## config.mk

```make
export PLATFORM = sky130hd
export DESIGN_NAME = charger_fault_flag_response
export DESIGN_NICKNAME = d
export VERILOG_FILES = /design/src/common/charger_flag_pkg.sv /design/src/rtl/charger_fault_flag_response.sv /design/src/rtl/int_pulse_gen.sv
export VERILOG_INCLUDE_DIRS = /design/src /design/src/common
export SDC_FILE = /design/constraint.sdc
export NUM_CORES = 1
export LEC_CHECK = 0
export ABC_AREA = 1
export BUFFER_PORTS_ARGS = -buffer_cell sky130_fd_sc_hd__buf_2
export CAP_MARGIN = 25
export CORE_AREA = 2 2 129 100
export CTS_CLUSTER_SIZE = 30
export DETAILED_ROUTE_END_ITERATION = 8
export DIE_AREA = 0 0 131 102
export MAX_ROUTING_LAYER = met4
export SLEW_MARGIN = 20
export SYNTH_ARGS = -nofsm -noshare
export SYNTH_HDL_FRONTEND = slang
export SYNTH_SLANG_ARGS = --single-unit
```

## constraint.sdc

```tcl
create_clock -name clk_i -period 3.6 [get_ports clk_i]
set_input_delay 0.72 -clock clk_i [delete_from_list [all_inputs] [get_ports clk_i]]
set_output_delay 0.72 -clock clk_i [all_outputs]
set_load 0.01 [all_outputs]
```

## src/common/charger_flag_consts.svh

```systemverilog
`ifndef CHARGER_FLAG_CONSTS_SVH
`define CHARGER_FLAG_CONSTS_SVH

// interrupt pulse width and its cycle count at 25 MHz (40 ns period)
`define INT_PULSE_NS 128000
`define CLK_PERIOD_NS 40
`define INT_PULSE_CYC (`INT_PULSE_NS / `CLK_PERIOD_NS)
`define INT_CNT_W 12

// flag positions inside the flag vector
`define FLAG_PGOOD 0
`define FLAG_OVP 1
`define FLAG_OCP 2
`define FLAG_COLD 3
`define FLAG_DONE 4
`define FLAG_ILIM 5
`define FLAG_DPPM 6
`define FLAG_VINDPM 7
`define FLAG_THERM 8
`define NUM_FLAGS 9

// system rail mode encodings
`define RAIL_MODE_NORMAL 2'h0

// cycles the condition synchroniser needs after reset before its output is real
`define SYNC_FILL 2'h3

// control outputs in reset: charging off, safety timer held cleared
`define CTRL_RESET 8'h20

`endif

```

## src/common/charger_flag_pkg.sv

```systemverilog
`default_nettype none

package charger_flag_pkg;

  typedef logic [8:0] flag_vec_t;

  typedef struct packed {
    logic pgood;
    logic ovp;
    logic ocp;
    logic cold;
    logic done;
    logic ilim;
    logic dppm;
    logic vindpm;
    logic therm;
    logic bat_uvlo;
    logic recharge;
    logic ce;
  } cond_s;

  typedef struct packed {
    logic charge_en;
    logic reduced_current;
    logic timer_reset;
    logic timer_pause;
    logic timer_double;
    logic rail_from_input;
    logic rail_from_battery;
    logic battery_disconnect;
  } ctrl_s;

  typedef enum logic [1:0] {
    ST_STARTUP = 2'b00,
    ST_RUN = 2'b01,
    ST_FAULT = 2'b10
  } start_e;

endpackage : charger_flag_pkg

`default_nettype wire

```

## src/rtl/charger_fault_flag_response.sv

```systemverilog
// Contract
// power-good flag on both edges; low status disables charging and resets timer
// no power-good interrupt when starting good with battery under lockout
// rail fed from input only with power good and rail mode 00
// overvoltage: flag, pause charging, reset timer, rail from battery
// overcurrent: flag, charging disabled, battery disconnected from rail
// cold: flag, pause charging, timer paused while cold
// done: flag, pause, reset timer; resume on input, enable toggle or recharge
// current limit: flag, reduced current, optional doubled timer, rail from input
// loop flags set on activation; reduced current, optional doubled timer
// interrupt drives open-drain line low for a 128 us pulse
// masked events give no pulse; unmasking needs a new trigger
// interrupts only after valid start-up; fault start sends none
// flags latch until host read clears them
`timescale 1ns/100ps
`default_nettype none
`include "charger_flag_consts.svh"

module charger_fault_flag_response
  import charger_flag_pkg::*;
(
  input wire logic clk_i,
  input wire logic arst_n_i,
  input wire charger_flag_pkg::cond_s cond_i,
  input wire logic [1:0] system_rail_mode_i,
  input wire logic timer_double_en_i,
  input wire charger_flag_pkg::flag_vec_t int_mask_i,
  input wire logic flag_read_i,
  output charger_flag_pkg::flag_vec_t flags_o,
  output charger_flag_pkg::ctrl_s ctrl_o,
  output logic int_n_o,
  output logic int_oe_o
);
  import charger_flag_pkg::*;

  typedef struct packed {
    cond_s s1;
    cond_s s2;
    cond_s s3;
    cond_s stable;
    flag_vec_t flags;
    start_e start;
    logic [1:0] fill;
    logic pg_suppress;
    logic done_hold;
    logic [1:0] rail_mode;
    logic dbl_en;
    ctrl_s ctrl;
  } core_s;

  logic [1:0] rst_sync_ff;
  logic rst_n;
  core_s state_ff;
  core_s nxt_state;
  flag_vec_t trig;
  flag_vec_t fire_vec;
  logic fire;

  always_ff @(posedge clk_i or negedge arst_n_i)
  begin
    if (!arst_n_i)
      rst_sync_ff <= 2'h0;
    else
      rst_sync_ff <= {rst_sync_ff[0], 1'b1};
  end
  assign rst_n = rst_sync_ff[1];

  function automatic flag_vec_t level_vec(input cond_s c);
    level_vec = {c.therm, c.vindpm, c.dppm, c.ilim, c.done, c.cold, c.ocp, c.ovp, c.pgood};
  endfunction

  always_comb
  begin
    cond_s nxt_stable;
    flag_vec_t cur;
    flag_vec_t prv;
    nxt_stable = state_ff.stable;
    cur = '0;
    prv = '0;
    trig = '0;
    fire_vec = '0;
    nxt_state = state_ff;
    nxt_state.s1 = cond_i;
    nxt_state.s2 = state_ff.s1;
    nxt_state.s3 = state_ff.s2;
    nxt_state.rail_mode = system_rail_mode_i;
    nxt_state.dbl_en = timer_double_en_i;
    // a change counts only once the second and third stages agree
    if (state_ff.s2 == state_ff.s3)
      nxt_stable = state_ff.s3;
    nxt_state.stable = nxt_stable;
    cur = level_vec(nxt_stable);
    prv = level_vec(state_ff.stable);
    trig = cur & ~prv;
    trig[`FLAG_PGOOD] = cur[`FLAG_PGOOD] ^ prv[`FLAG_PGOOD];
    case (state_ff.start)
      ST_STARTUP:
      begin
        // the stages still hold reset zeros at first, so count them full before judging
        if (state_ff.fill != `SYNC_FILL)
          nxt_state.fill = state_ff.fill + 2'h1;
        else if (state_ff.s3 == state_ff.s2)
        begin
          if (state_ff.s3.ovp || state_ff.s3.ocp)
            nxt_state.start = ST_FAULT;
          else
            nxt_state.start = ST_RUN;
          nxt_state.pg_suppress = state_ff.s3.pgood && state_ff.s3.bat_uvlo;
        end
        trig = '0;
      end
      ST_FAULT:
        if (!nxt_stable.ovp && !nxt_stable.ocp)
          nxt_state.start = ST_RUN;
      ST_RUN: ;
      default: nxt_state.start = ST_STARTUP;
    endcase
    if (state_ff.start != ST_STARTUP)
    begin
      if (state_ff.pg_suppress && trig[`FLAG_PGOOD])
      begin
        trig[`FLAG_PGOOD] = 1'b0;
        nxt_state.pg_suppress = 1'b0;
      end
    end
    // read clears, but a new event in the same cycle keeps its flag
    if (flag_read_i)
      nxt_state.flags = '0;
    nxt_state.flags = nxt_state.flags | trig;
    fire_vec = trig & ~int_mask_i & ~state_ff.flags;
    if (state_ff.start != ST_RUN)
      fire_vec = '0;

    if (trig[`FLAG_DONE])
      nxt_state.done_hold = 1'b1;
    else if ((nxt_stable.pgood != state_ff.stable.pgood)
             || (nxt_stable.ce != state_ff.stable.ce)
             || nxt_stable.recharge)
      nxt_state.done_hold = 1'b0;

    nxt_state.ctrl.charge_en = nxt_stable.pgood && nxt_stable.ce
                               && !nxt_stable.ovp
                               && !nxt_stable.ocp
                               && !nxt_stable.cold
                               && !nxt_state.done_hold;
    nxt_state.ctrl.reduced_current = nxt_stable.ilim || nxt_stable.dppm
                                     || nxt_stable.vindpm || nxt_stable.therm;
    nxt_state.ctrl.timer_reset = !nxt_stable.pgood || nxt_stable.ovp
                                 || trig[`FLAG_DONE];
    nxt_state.ctrl.timer_pause = nxt_stable.cold;
    nxt_state.ctrl.timer_double = timer_double_en_i && nxt_state.ctrl.reduced_current;
    nxt_state.ctrl.rail_from_input = nxt_stable.pgood && !nxt_stable.ovp
                                     && system_rail_mode_i == `RAIL_MODE_NORMAL;
    nxt_state.ctrl.rail_from_battery = !nxt_state.ctrl.rail_from_input && !nxt_stable.ocp;
    nxt_state.ctrl.battery_disconnect = nxt_stable.ocp;
  end

  assign fire = |fire_vec;

  always_ff @(posedge clk_i or negedge rst_n)
  begin
    if (!rst_n)
    begin
      state_ff <= '0;
      state_ff.ctrl <= `CTRL_RESET;
    end
    else
      state_ff <= nxt_state;
  end

  int_pulse_gen u_pulse (
    .clk_i(clk_i),
    .rst_n_i(rst_n),
    .fire_i(fire),
    .int_n_o(int_n_o),
    .int_oe_o(int_oe_o),
    .busy_o()
  );

  assign flags_o = state_ff.flags;
  assign ctrl_o = state_ff.ctrl;

  property p_pg_both_edges;
    @(posedge clk_i) disable iff (!rst_n)
    ($past(state_ff.start) != ST_STARTUP && $changed(state_ff.stable.pgood)
      && !$past(state_ff.pg_suppress)) |-> flags_o[`FLAG_PGOOD];
  endproperty
  a_pg_both_edges: assert property (p_pg_both_edges) else $error("pgood flag missed");

  property p_pg_low_off;
    @(posedge clk_i) disable iff (!rst_n)
    !state_ff.stable.pgood |-> (!ctrl_o.charge_en && ctrl_o.timer_reset);
  endproperty
  a_pg_low_off: assert property (p_pg_low_off) else $error("charging with input bad");

  property p_rail;
    @(posedge clk_i) disable iff (!rst_n)
    ctrl_o.rail_from_input |-> (state_ff.stable.pgood && state_ff.rail_mode == 2'h0);
  endproperty
  a_rail: assert property (p_rail) else $error("rail fed from input wrongly");

  property p_ovp;
    @(posedge clk_i) disable iff (!rst_n)
    state_ff.stable.ovp |-> (!ctrl_o.charge_en && ctrl_o.timer_reset && !ctrl_o.rail_from_input);
  endproperty
  a_ovp: assert property (p_ovp) else $error("overvoltage response wrong");

  property p_ocp;
    @(posedge clk_i) disable iff (!rst_n)
    state_ff.stable.ocp |-> (ctrl_o.battery_disconnect && !ctrl_o.charge_en);
  endproperty
  a_ocp: assert property (p_ocp) else $error("overcurrent response wrong");

  property p_cold;
    @(posedge clk_i) disable iff (!rst_n)
    state_ff.stable.cold |-> (ctrl_o.timer_pause && !ctrl_o.charge_en);
  endproperty
  a_cold: assert property (p_cold) else $error("cold response wrong");

  property p_done;
    @(posedge clk_i) disable iff (!rst_n)
    $rose(flags_o[`FLAG_DONE]) |-> (ctrl_o.timer_reset && !ctrl_o.charge_en);
  endproperty
  a_done: assert property (p_done) else $error("done response wrong");

  property p_loops;
    @(posedge clk_i) disable iff (!rst_n)
    (state_ff.stable.ilim || state_ff.stable.therm) |->
      (ctrl_o.reduced_current && ctrl_o.timer_double == state_ff.dbl_en);
  endproperty
  a_loops: assert property (p_loops) else $error("loop response wrong");

  property p_masked;
    @(posedge clk_i) disable iff (!rst_n)
    (fire_vec != '0) |-> ((fire_vec & int_mask_i) == '0);
  endproperty
  a_masked: assert property (p_masked) else $error("masked flag fired");

  property p_no_int_unless_run;
    @(posedge clk_i) disable iff (!rst_n)
    (state_ff.start != ST_RUN) |=> !$rose(int_oe_o);
  endproperty
  a_no_int_unless_run: assert property (p_no_int_unless_run) else $error("early interrupt");

  property p_latch;
    @(posedge clk_i) disable iff (!rst_n)
    (flags_o[`FLAG_OVP] && !flag_read_i) |=> flags_o[`FLAG_OVP];
  endproperty
  a_latch: assert property (p_latch) else $error("flag dropped without read");

  c_ovp: cover property (@(posedge clk_i) disable iff (!rst_n) $rose(flags_o[`FLAG_OVP]));
  c_fire: cover property (@(posedge clk_i) disable iff (!rst_n) fire);
  c_done_resume: cover property (@(posedge clk_i) disable iff (!rst_n) $fell(state_ff.done_hold));

endmodule : charger_fault_flag_response
`default_nettype wire

```

## src/rtl/int_pulse_gen.sv

```systemverilog
`timescale 1ns/100ps
`default_nettype none
`include "charger_flag_consts.svh"

module int_pulse_gen
  import charger_flag_pkg::*;
(
  input wire logic clk_i,
  input wire logic rst_n_i,
  input wire logic fire_i,
  output logic int_n_o,
  output logic int_oe_o,
  output logic busy_o
);
  typedef struct packed {
    logic [`INT_CNT_W-1:0] cnt;
    logic oe;
    logic pend;
  } pulse_s;

  pulse_s state_ff;
  pulse_s nxt_state;

  // a trigger during a pulse is held and sent after it; several triggers during one pulse merge into one
  always_comb
  begin
    nxt_state = state_ff;
    if (fire_i)
      nxt_state.pend = 1'b1;
    if (state_ff.oe)
    begin
      if (state_ff.cnt == `INT_CNT_W'(`INT_PULSE_CYC - 1))
      begin
        nxt_state.oe = 1'b0;
        nxt_state.cnt = '0;
      end
      else
        nxt_state.cnt = state_ff.cnt + `INT_CNT_W'(1);
    end
    else if (state_ff.pend || fire_i)
    begin
      nxt_state.oe = 1'b1;
      nxt_state.pend = 1'b0;
      nxt_state.cnt = '0;
    end
  end

  always_ff @(posedge clk_i or negedge rst_n_i)
  begin
    if (!rst_n_i)
      state_ff <= '0;
    else
      state_ff <= nxt_state;
  end

  assign int_n_o = 1'b0;
  assign int_oe_o = state_ff.oe;
  assign busy_o = state_ff.oe;

  property p_pulse_len;
    @(posedge clk_i) disable iff (!rst_n_i)
    $rose(int_oe_o) |-> int_oe_o [*8] ##0 (state_ff.cnt == `INT_CNT_W'(7));
  endproperty
  a_pulse_len: assert property (p_pulse_len) else $error("pulse shorter than expected");

  property p_pulse_end;
    @(posedge clk_i) disable iff (!rst_n_i)
    $fell(int_oe_o) |-> $past(state_ff.cnt) == `INT_CNT_W'(`INT_PULSE_CYC - 1);
  endproperty
  a_pulse_end: assert property (p_pulse_end) else $error("pulse ended at wrong count");

  c_pulse: cover property (@(posedge clk_i) disable iff (!rst_n_i) $fell(int_oe_o));

endmodule : int_pulse_gen
`default_nettype wire

```

==> results of run 1 <==
cells by family after synthesis:
group | Yosys count
simple gates | 168
mux | 1
other cells | 2
buf+inv | 78
flops | 84
compound gates | 38
fa+ha+maj | 2
xor+xnor | 6
worst max-delay path by stage:
stage / start / endpoint / slack [ns] / depth (start not counted)
after floorplan: rst_sync_ff[1] / ctrl_o[0] / 1.09 / 0
after global placement: state_ff[43] / u_pulse.state_ff[10] / 1.14 / 14
after detailed placement: state_ff[43] / u_pulse.state_ff[6] / 1.05 / 14
after CTS: state_ff[43] / u_pulse.state_ff[12] / 1.04 / 14
after global routing: state_ff[43] / u_pulse.state_ff[13] / 0.75 / 14
final: state_ff[43] / u_pulse.state_ff[13] / 1.01 / 14
layer usage:
metal / track usage [%] / wire length [um] / vias up
met2: 17.0 / 3000 / 78
met5: - / 0 / -
met3: 3.46 / 409 / 8
met1: 16.6 / 3630 / 1171
met4: 4.66 / 87 / 0
li1: - / - / 1251
cell type report:
cell class / instances / area share, %
clock buffers: 13 / 6.15
well taps: 166 / 5.11
flip-flops and latches: 84 / 51.8
repair buffers: 45 / 5.91
inverters: 54 / 4.98
multi-input cells: 217 / 26.0
synthesized netlist by cell type, drive strengths merged:
master	number
dfrtp	83
nand2	77
inv	53
nor2	38
nand3	24
buf	23
o21ai	23
nand4	18
a21oi	9
or2	5
xnor2	5
nor3	4
conb	2
ha	2
a211o	1
a21boi	1
clkbuf	1
clkinv	1
dfstp	1
mux2	1
nor4	1
o2111ai	1
o21a	1
o21bai	1
o22ai	1
or3	1
xor2	1
where the power goes:
part	switching, mW	internal (mW)
clock	0.325	0.475
combinational	0.0863	0.0385
sequential	0.0268	0.974
total	0.438	1.49
sequential cells by signal, indices dropped and copies added, names as in the netlist:
register          count
nxt_state            24
state_ff             27
u_pulse.state_ff     13
ctrl_o                8
u_pulse.busy_o        1
rst_sync_ff           2
flags_o               9
==> reports/qor.yml, run 1 <==
sta:
  tightest_slew_ns: 0.933
  timing.slew.headroom_pct: 37.6
  final_hold_viol_count: 0
  layout_setup_ws_ns: 1.01
  hold_slack_ns: 0.164
  report.final.slew_viol_count: 0
  finalCriticalPeriod_ns: 2.59
  rsz_0062_raised_after_global_routing: "no"
  max_fclk_ghz: 0.387
  finalSetupViolCount: 0
  fin_setup_tns_ns: 0
  finClkSkew_ns: 0.00475
  fin_crit_sh_pct: 71.8
worst_setup_path:
  setup.worst_path.end_class: "flop"
  worst_path_largest_cell_delay_ns: 0.41
  critical-path-top-delay-family: "simple AND/OR/NAND/NOR gates"
  crit_path_cell_trace: "inv_2, nand2_1, nand2_1, nand2_1, nor2_1, nand3_2, inv_1, nand3_1, o21ai_1, nor2_1, nand3_1, nand2_2, nand4_1, nand2_1"
  timing.critical_path.mode_cell: "sky130_fd_sc_hd__nand2_1"
  reg2regPathDepth: 14
  crit_path_top_delay_cell: "sky130_fd_sc_hd__nand3_2"
  cp.required_ns: 3.82
  r2r_slack_ns: 1.01
  timing_worst_setup_path_type: "reg -> reg"
  critical_path_buf_inv_count: 2
  worst-path-max-fanout: 22
  arrival_ns: 2.80
  worst_r2r_startpoint: "state_ff[43]"
  critical_path.reg2reg.endpoint: "u_pulse.state_ff[13]"
  startpoint_type: "flop"
pwr:
  fin_total_pwr_mw: 1.92
  power_per_cell_area_nw_per_um2: 473
  p_leak_nw: 2.05
  vdd.ir_drop.worst_mv: 0.215
grt:
  first_global_vias: 2402
  overflow: 0
  grt_max_degree: 83
  globalRouteTotalUtil_pct: 12.1
  first_pass_grt_wire_length_um: 11800
  grt_antenna_before_repair: 0
cells_and_area:
  stdcell_area_um2: 4070
  most-common-layout-cells: "sky130_fd_sc_hd__dfrtp_1 (82), sky130_fd_sc_hd__nand2_1 (76), sky130_fd_sc_hd__inv_1 (48), sky130_fd_sc_hd__buf_2 (44), sky130_fd_sc_hd__nor2_1 (33)"
  final_net_count: 440
  filler_cells: 1228
  final-seq-area_um2: 2110
  final_cell_count_no_fill: 579
  multi_input_area_um2: 1060
  n_antenna_cell: 0
  mostFrequentLayoutCell: "sky130_fd_sc_hd__dfrtp_1"
  layout-drive-gt1-share_pct: 18.4
  syn2layout_area_growth_pct: 14.9
  final_core_utilization_pct: 33.8
floorplan:
  floorplan.initialDensity_pct: 29.4
  pin_count: 46
  chipWidth_um: 131
  core_area_um2: 12000
  placementRows: 35
  chipHeight_um: 102
  floorplan.die_area_um2: 13400
synthesis:
  synth_simple_gate_area_share_pct: 21.1
  synth_mux_area_share_pct: 0.318
  synth_xor_xnor_area_share_pct: 1.48
  synth_largest_area_cell: "sky130_fd_sc_hd__dfrtp_1"
  synth_fp_nets: 408
  yosys.area_share.adder_pct: 0.707
  synth_cell_types: 38
  synth_seq_area_share_pct: 59.4
  yosysWarningCount: 0
  synth_compound_gate_area_share_pct: 6.04
  netlist_top_cells_area: "sky130_fd_sc_hd__dfrtp_1 (59%), sky130_fd_sc_hd__nand2_1 (8.1%), sky130_fd_sc_hd__inv_1 (5.1%), sky130_fd_sc_hd__buf_4 (3.8%), sky130_fd_sc_hd__nor2_1 (3.5%)"
  synth_area_um2: 3540
  yosys.area.top_type_share_pct: 58.7
  dominant_combinational_cell_family_by_area_after_synthesis: "simple AND/OR/NAND/NOR gates"
  per_instance_average_area_after_synthesis_um2: 9.34
  post_synth_inst_count: 379
  synth_seq_cells: 84
detailed_routing:
  post-route-drc-count: 0
  drt_pre_antenna_iters: 4
  route.antenna.remaining_nets: 0
  vias_per_cell: 4.33
  routed_wl_um: 7120
  detailed_route_iter0_violations: 172
  avgRoutedWirePerCell_um: 12.3
  route.vias.total: 2508
cts:
  number_of_clock_buffers_inserted_by_tritoncts: 9
  clkLatencyLatePin_ns: 0.33
  postCtsSetupBuffers: 0
  post_cts_resize_count: 0
  clockRootBuffer: "sky130_fd_sc_hd__clkbuf_16"
  cts_hold_buf: 0
  tritoncts: "done"
  clkSlewWorstSetupHoldPaths_ns: 0.06
  htree_levels: 3
  cts_sinks: 84
  clock_tree.buffer_depth: 2
placed_design:
  placedCellCount: 565
  place.gp.congestion: 0.823
  dp_hpwl_um: 5110
  place_area_um2: 3800
  port_buf_inserts: 44
  place_ws_ns: 1.05
job:
  maxCapViolations: 0
min_path:
  holdCritPathClass: "in -> async"
run_status:
  run_status: "completed"
(Power assumes the default switching activity.)
==> inputs of run 2 (changes only) <==
==> constraint.sdc (replaced) <==
create_clock -name clk_i -period 2.69 [get_ports clk_i]
set_input_delay 0.538 -clock clk_i [delete_from_list [all_inputs] [get_ports clk_i]]
set_output_delay 0.538 -clock clk_i [all_outputs]
set_load 0.01 [all_outputs]
==> run 2 against run 1 <==
  * Design area rose by 2.5%
  * Cell count rose by 1.6%
  * Worst hold slack improved by 0.15 ns
==> reports/qor.yml, run 2 (synthesis gave the netlist of run 1 again) <==
run_status:
  run_status: "completed"
floorplan:
  chipHeight_um: 102  # unchanged
  floorplan.die_area_um2: 13400  # unchanged
  placementRows: 35  # unchanged
  core_area_um2: 12000  # unchanged
  pin_count: 46  # unchanged
  floorplan.initialDensity_pct: 29.4  # unchanged
  chipWidth_um: 131  # unchanged
sta:
  finalCriticalPeriod_ns: 2.29  # -0.297 ns
  fin_crit_sh_pct: 85.1  # +13 points
  hold_slack_ns: 0.316  # +0.152 ns
  finClkSkew_ns: 0.0119  # +0.00713 ns
  tightest_slew_ns: 0.639  # -0.294 ns
  max_fclk_ghz: 0.437  # +13%
  report.final.slew_viol_count: 0  # unchanged
  timing.slew.headroom_pct: 57.4  # +20 points
  rsz_0062_raised_after_global_routing: "no"
  finalSetupViolCount: 0  # unchanged
  layout_setup_ws_ns: 0.401  # -0.613 ns
  final_hold_viol_count: 0  # unchanged
  fin_setup_tns_ns: 0  # unchanged
grt:
  first_pass_grt_wire_length_um: 12300  # +3.8%
  overflow: 0  # unchanged
  first_global_vias: 2508  # +4.4%
  globalRouteTotalUtil_pct: 12.5  # +0.35 points
  grt_antenna_before_repair: 0  # unchanged
  grt_max_degree: 49  # -41%
cells_and_area:
  filler_cells: 1207  # -1.7%
  syn2layout_area_growth_pct: 17.8
  mostFrequentLayoutCell: "sky130_fd_sc_hd__dfrtp_1"
  most-common-layout-cells: "sky130_fd_sc_hd__dfrtp_1 (82), sky130_fd_sc_hd__nand2_1 (76), sky130_fd_sc_hd__inv_1 (48), sky130_fd_sc_hd__buf_2 (44), sky130_fd_sc_hd__nor2_1 (33)"
  layout-drive-gt1-share_pct: 20.1  # +1.7 points
  final_net_count: 446  # +1.4%
  flip_flop_count_of_the_largest_register_all_copies_and_words_added: 27  # unchanged
  top_register: "state_ff"
  n_antenna_cell: 0  # unchanged
placed_design:
  place.gp.congestion: 0.838  # +1.9%
  place_ws_ns: 0.396  # -0.657 ns
  port_buf_inserts: 44  # unchanged
  dp_hpwl_um: 5390  # +5.5%
pwr:
  power.combinational.fraction_pct: 6.5  # about the same
  power_per_cell_area_nw_per_um2: 662  # +40%
  p_leak_nw: 2.10  # +2.4%
  fin_total_pwr_mw: 2.76  # +43%
  power.clock.fraction_pct: 45.0  # +3.5 points
  internal-power_mw: 2.13  # +44%
  p_switching_uw: 625  # +43%
  power.sequential.fraction_pct: 48.5  # -3.5 points
  power.share.switching_pct: 22.7  # -0.091 points
  vdd.ir_drop.worst_mv: 0.381  # +77%
worst_setup_path:
  cp.required_ns: 2.90  # -0.92 ns
  arrival_ns: 2.50  # -0.30 ns
  r2r_slack_ns: 0.40  # -0.61 ns
  setup.worst_path.end_class: "flop"
  timing_worst_setup_path_type: "reg -> reg"
  startpoint_type: "flop"
  worst-path-max-fanout: 14  # -36%
detailed_routing:
  drt_pre_antenna_iters: 7  # +3
  route.antenna.remaining_nets: 0  # unchanged
  routed_wl_um: 7220  # +1.4%
  vias_per_cell: 4.33  # about the same
  route.vias.total: 2546  # +1.5%
  avgRoutedWirePerCell_um: 12.3  # -0.13%
  post-route-drc-count: 0  # unchanged
  detailed_route_iter0_violations: 213  # +24%
cts:
  htree_levels: 3  # unchanged
  clkSlewWorstSetupHoldPaths_ns: 0.06  # about the same
  clockRootBuffer: "sky130_fd_sc_hd__clkbuf_16"
  post_cts_resize_count: 0  # unchanged
  clkLatencyLatePin_ns: 0.33  # about the same
  cts_sinks: 84  # unchanged
  clock_tree.buffer_depth: 2  # unchanged
  number_of_clock_buffers_inserted_by_tritoncts: 9  # unchanged
  tritoncts: "done"
min_path:
  holdCritPathClass: "in -> reg"
job:
  maxCapViolations: 0  # unchanged
[run 2: cell types whose count changed in the layout (fill, tap and decap cells not counted)]
cell | previous run | this run
sky130_fd_sc_hd__clkbuf_1 | 3 | 2
sky130_fd_sc_hd__clkbuf_8 | 1 | 2
sky130_fd_sc_hd__clkinvlp_4 | 0 | 2
sky130_fd_sc_hd__bufinv_16 | 0 | 1
sky130_fd_sc_hd__buf_4 | 0 | 5
sky130_fd_sc_hd__dlygate4sd3_1 | 0 | 1
[run 2: through the flow]
step	utilization, %	instance area, um^2	cells
global route	34.6	4170	588
finish	34.6	4170	588
floorplan	-	3540	379
detailed placement	32.0	3850	571
CTS	34.6	4170	588
global placement	32.0	3850	571
[run 2: worst paths after layout]
kind                                            end  depth (start not counted)           start
min in group asynchronous             nxt_state[57]                          0  rst_sync_ff[1]
max in group asynchronous                 ctrl_o[5]                          1  rst_sync_ff[1]
worst max-delay path            u_pulse.state_ff[6]                         15    state_ff[38]
worst min register to register        nxt_state[57]                          0  rst_sync_ff[1]
worst min-delay path                  nxt_state[53]                          1       cond_i[3]
worst max register to register  u_pulse.state_ff[6]                         15    state_ff[38]
[run 2: power groups by stage]
stage                     Combinational [mW]  Sequential (mW)  Clock [mW]
after floorplan                        0.109             1.36           0
after global placement                 0.172             1.36           0
final                                  0.179             1.34        1.24
after CTS                              0.180             1.34        1.27
after detailed placement               0.178             1.36           0
after global routing                   0.203             1.35        1.33
[run 2: per-layer routing]
metal / wire, um / vias up / track usage, %
met4: 73 / 0 / 4.17
met1: 3560 / 1193 / 17.4
met5: 0 / - / -
li1: - / 1262 / -
met3: 536 / 4 / 3.46
met2: 3050 / 87 / 17.5
[run 2: cell type report]
| class | count | area [um^2] | area share [%] |
|---|---|---|---|
| Sequential cell | 84 | 2110 | 50.5 |
| Multi-Input combinational cell | 217 | 1060 | 25.4 |
| Timing Repair Buffer | 51 | 288 | 6.90 |
| Clock buffer | 13 | 260 | 6.24 |
| Tap cell | 166 | 208 | 4.98 |
| Inverter | 54 | 203 | 4.86 |
| Clock inverter | 3 | 45.0 | 1.08 |
[run 2: what timing repair did]
action / 4_1_cts / 5_1_grt
buffers inserted: 0 / 0
hold endpoints to repair: 2 / 0
hold buffers: 1 / 0
endpoints found under the setup margin: 0 / 0
[run 2: worst max-delay path, stage by stage, from the launching register on]
cell,delay [ns]
sky130_fd_sc_hd__dfrtp_1,0.39
sky130_fd_sc_hd__inv_2,0.09
sky130_fd_sc_hd__nand2_1,0.06
sky130_fd_sc_hd__nand2_1,0.05
sky130_fd_sc_hd__nand2_1,0.06
sky130_fd_sc_hd__nor2_1,0.17
sky130_fd_sc_hd__nand3_2,0.10
sky130_fd_sc_hd__buf_4,0.19
sky130_fd_sc_hd__inv_1,0.20
sky130_fd_sc_hd__nand3_1,0.15
sky130_fd_sc_hd__o21ai_1,0.17
sky130_fd_sc_hd__nor2_1,0.07
sky130_fd_sc_hd__nand3_1,0.09
sky130_fd_sc_hd__nand2_2,0.19
sky130_fd_sc_hd__nand4_1,0.14
sky130_fd_sc_hd__nand2_1,0.07
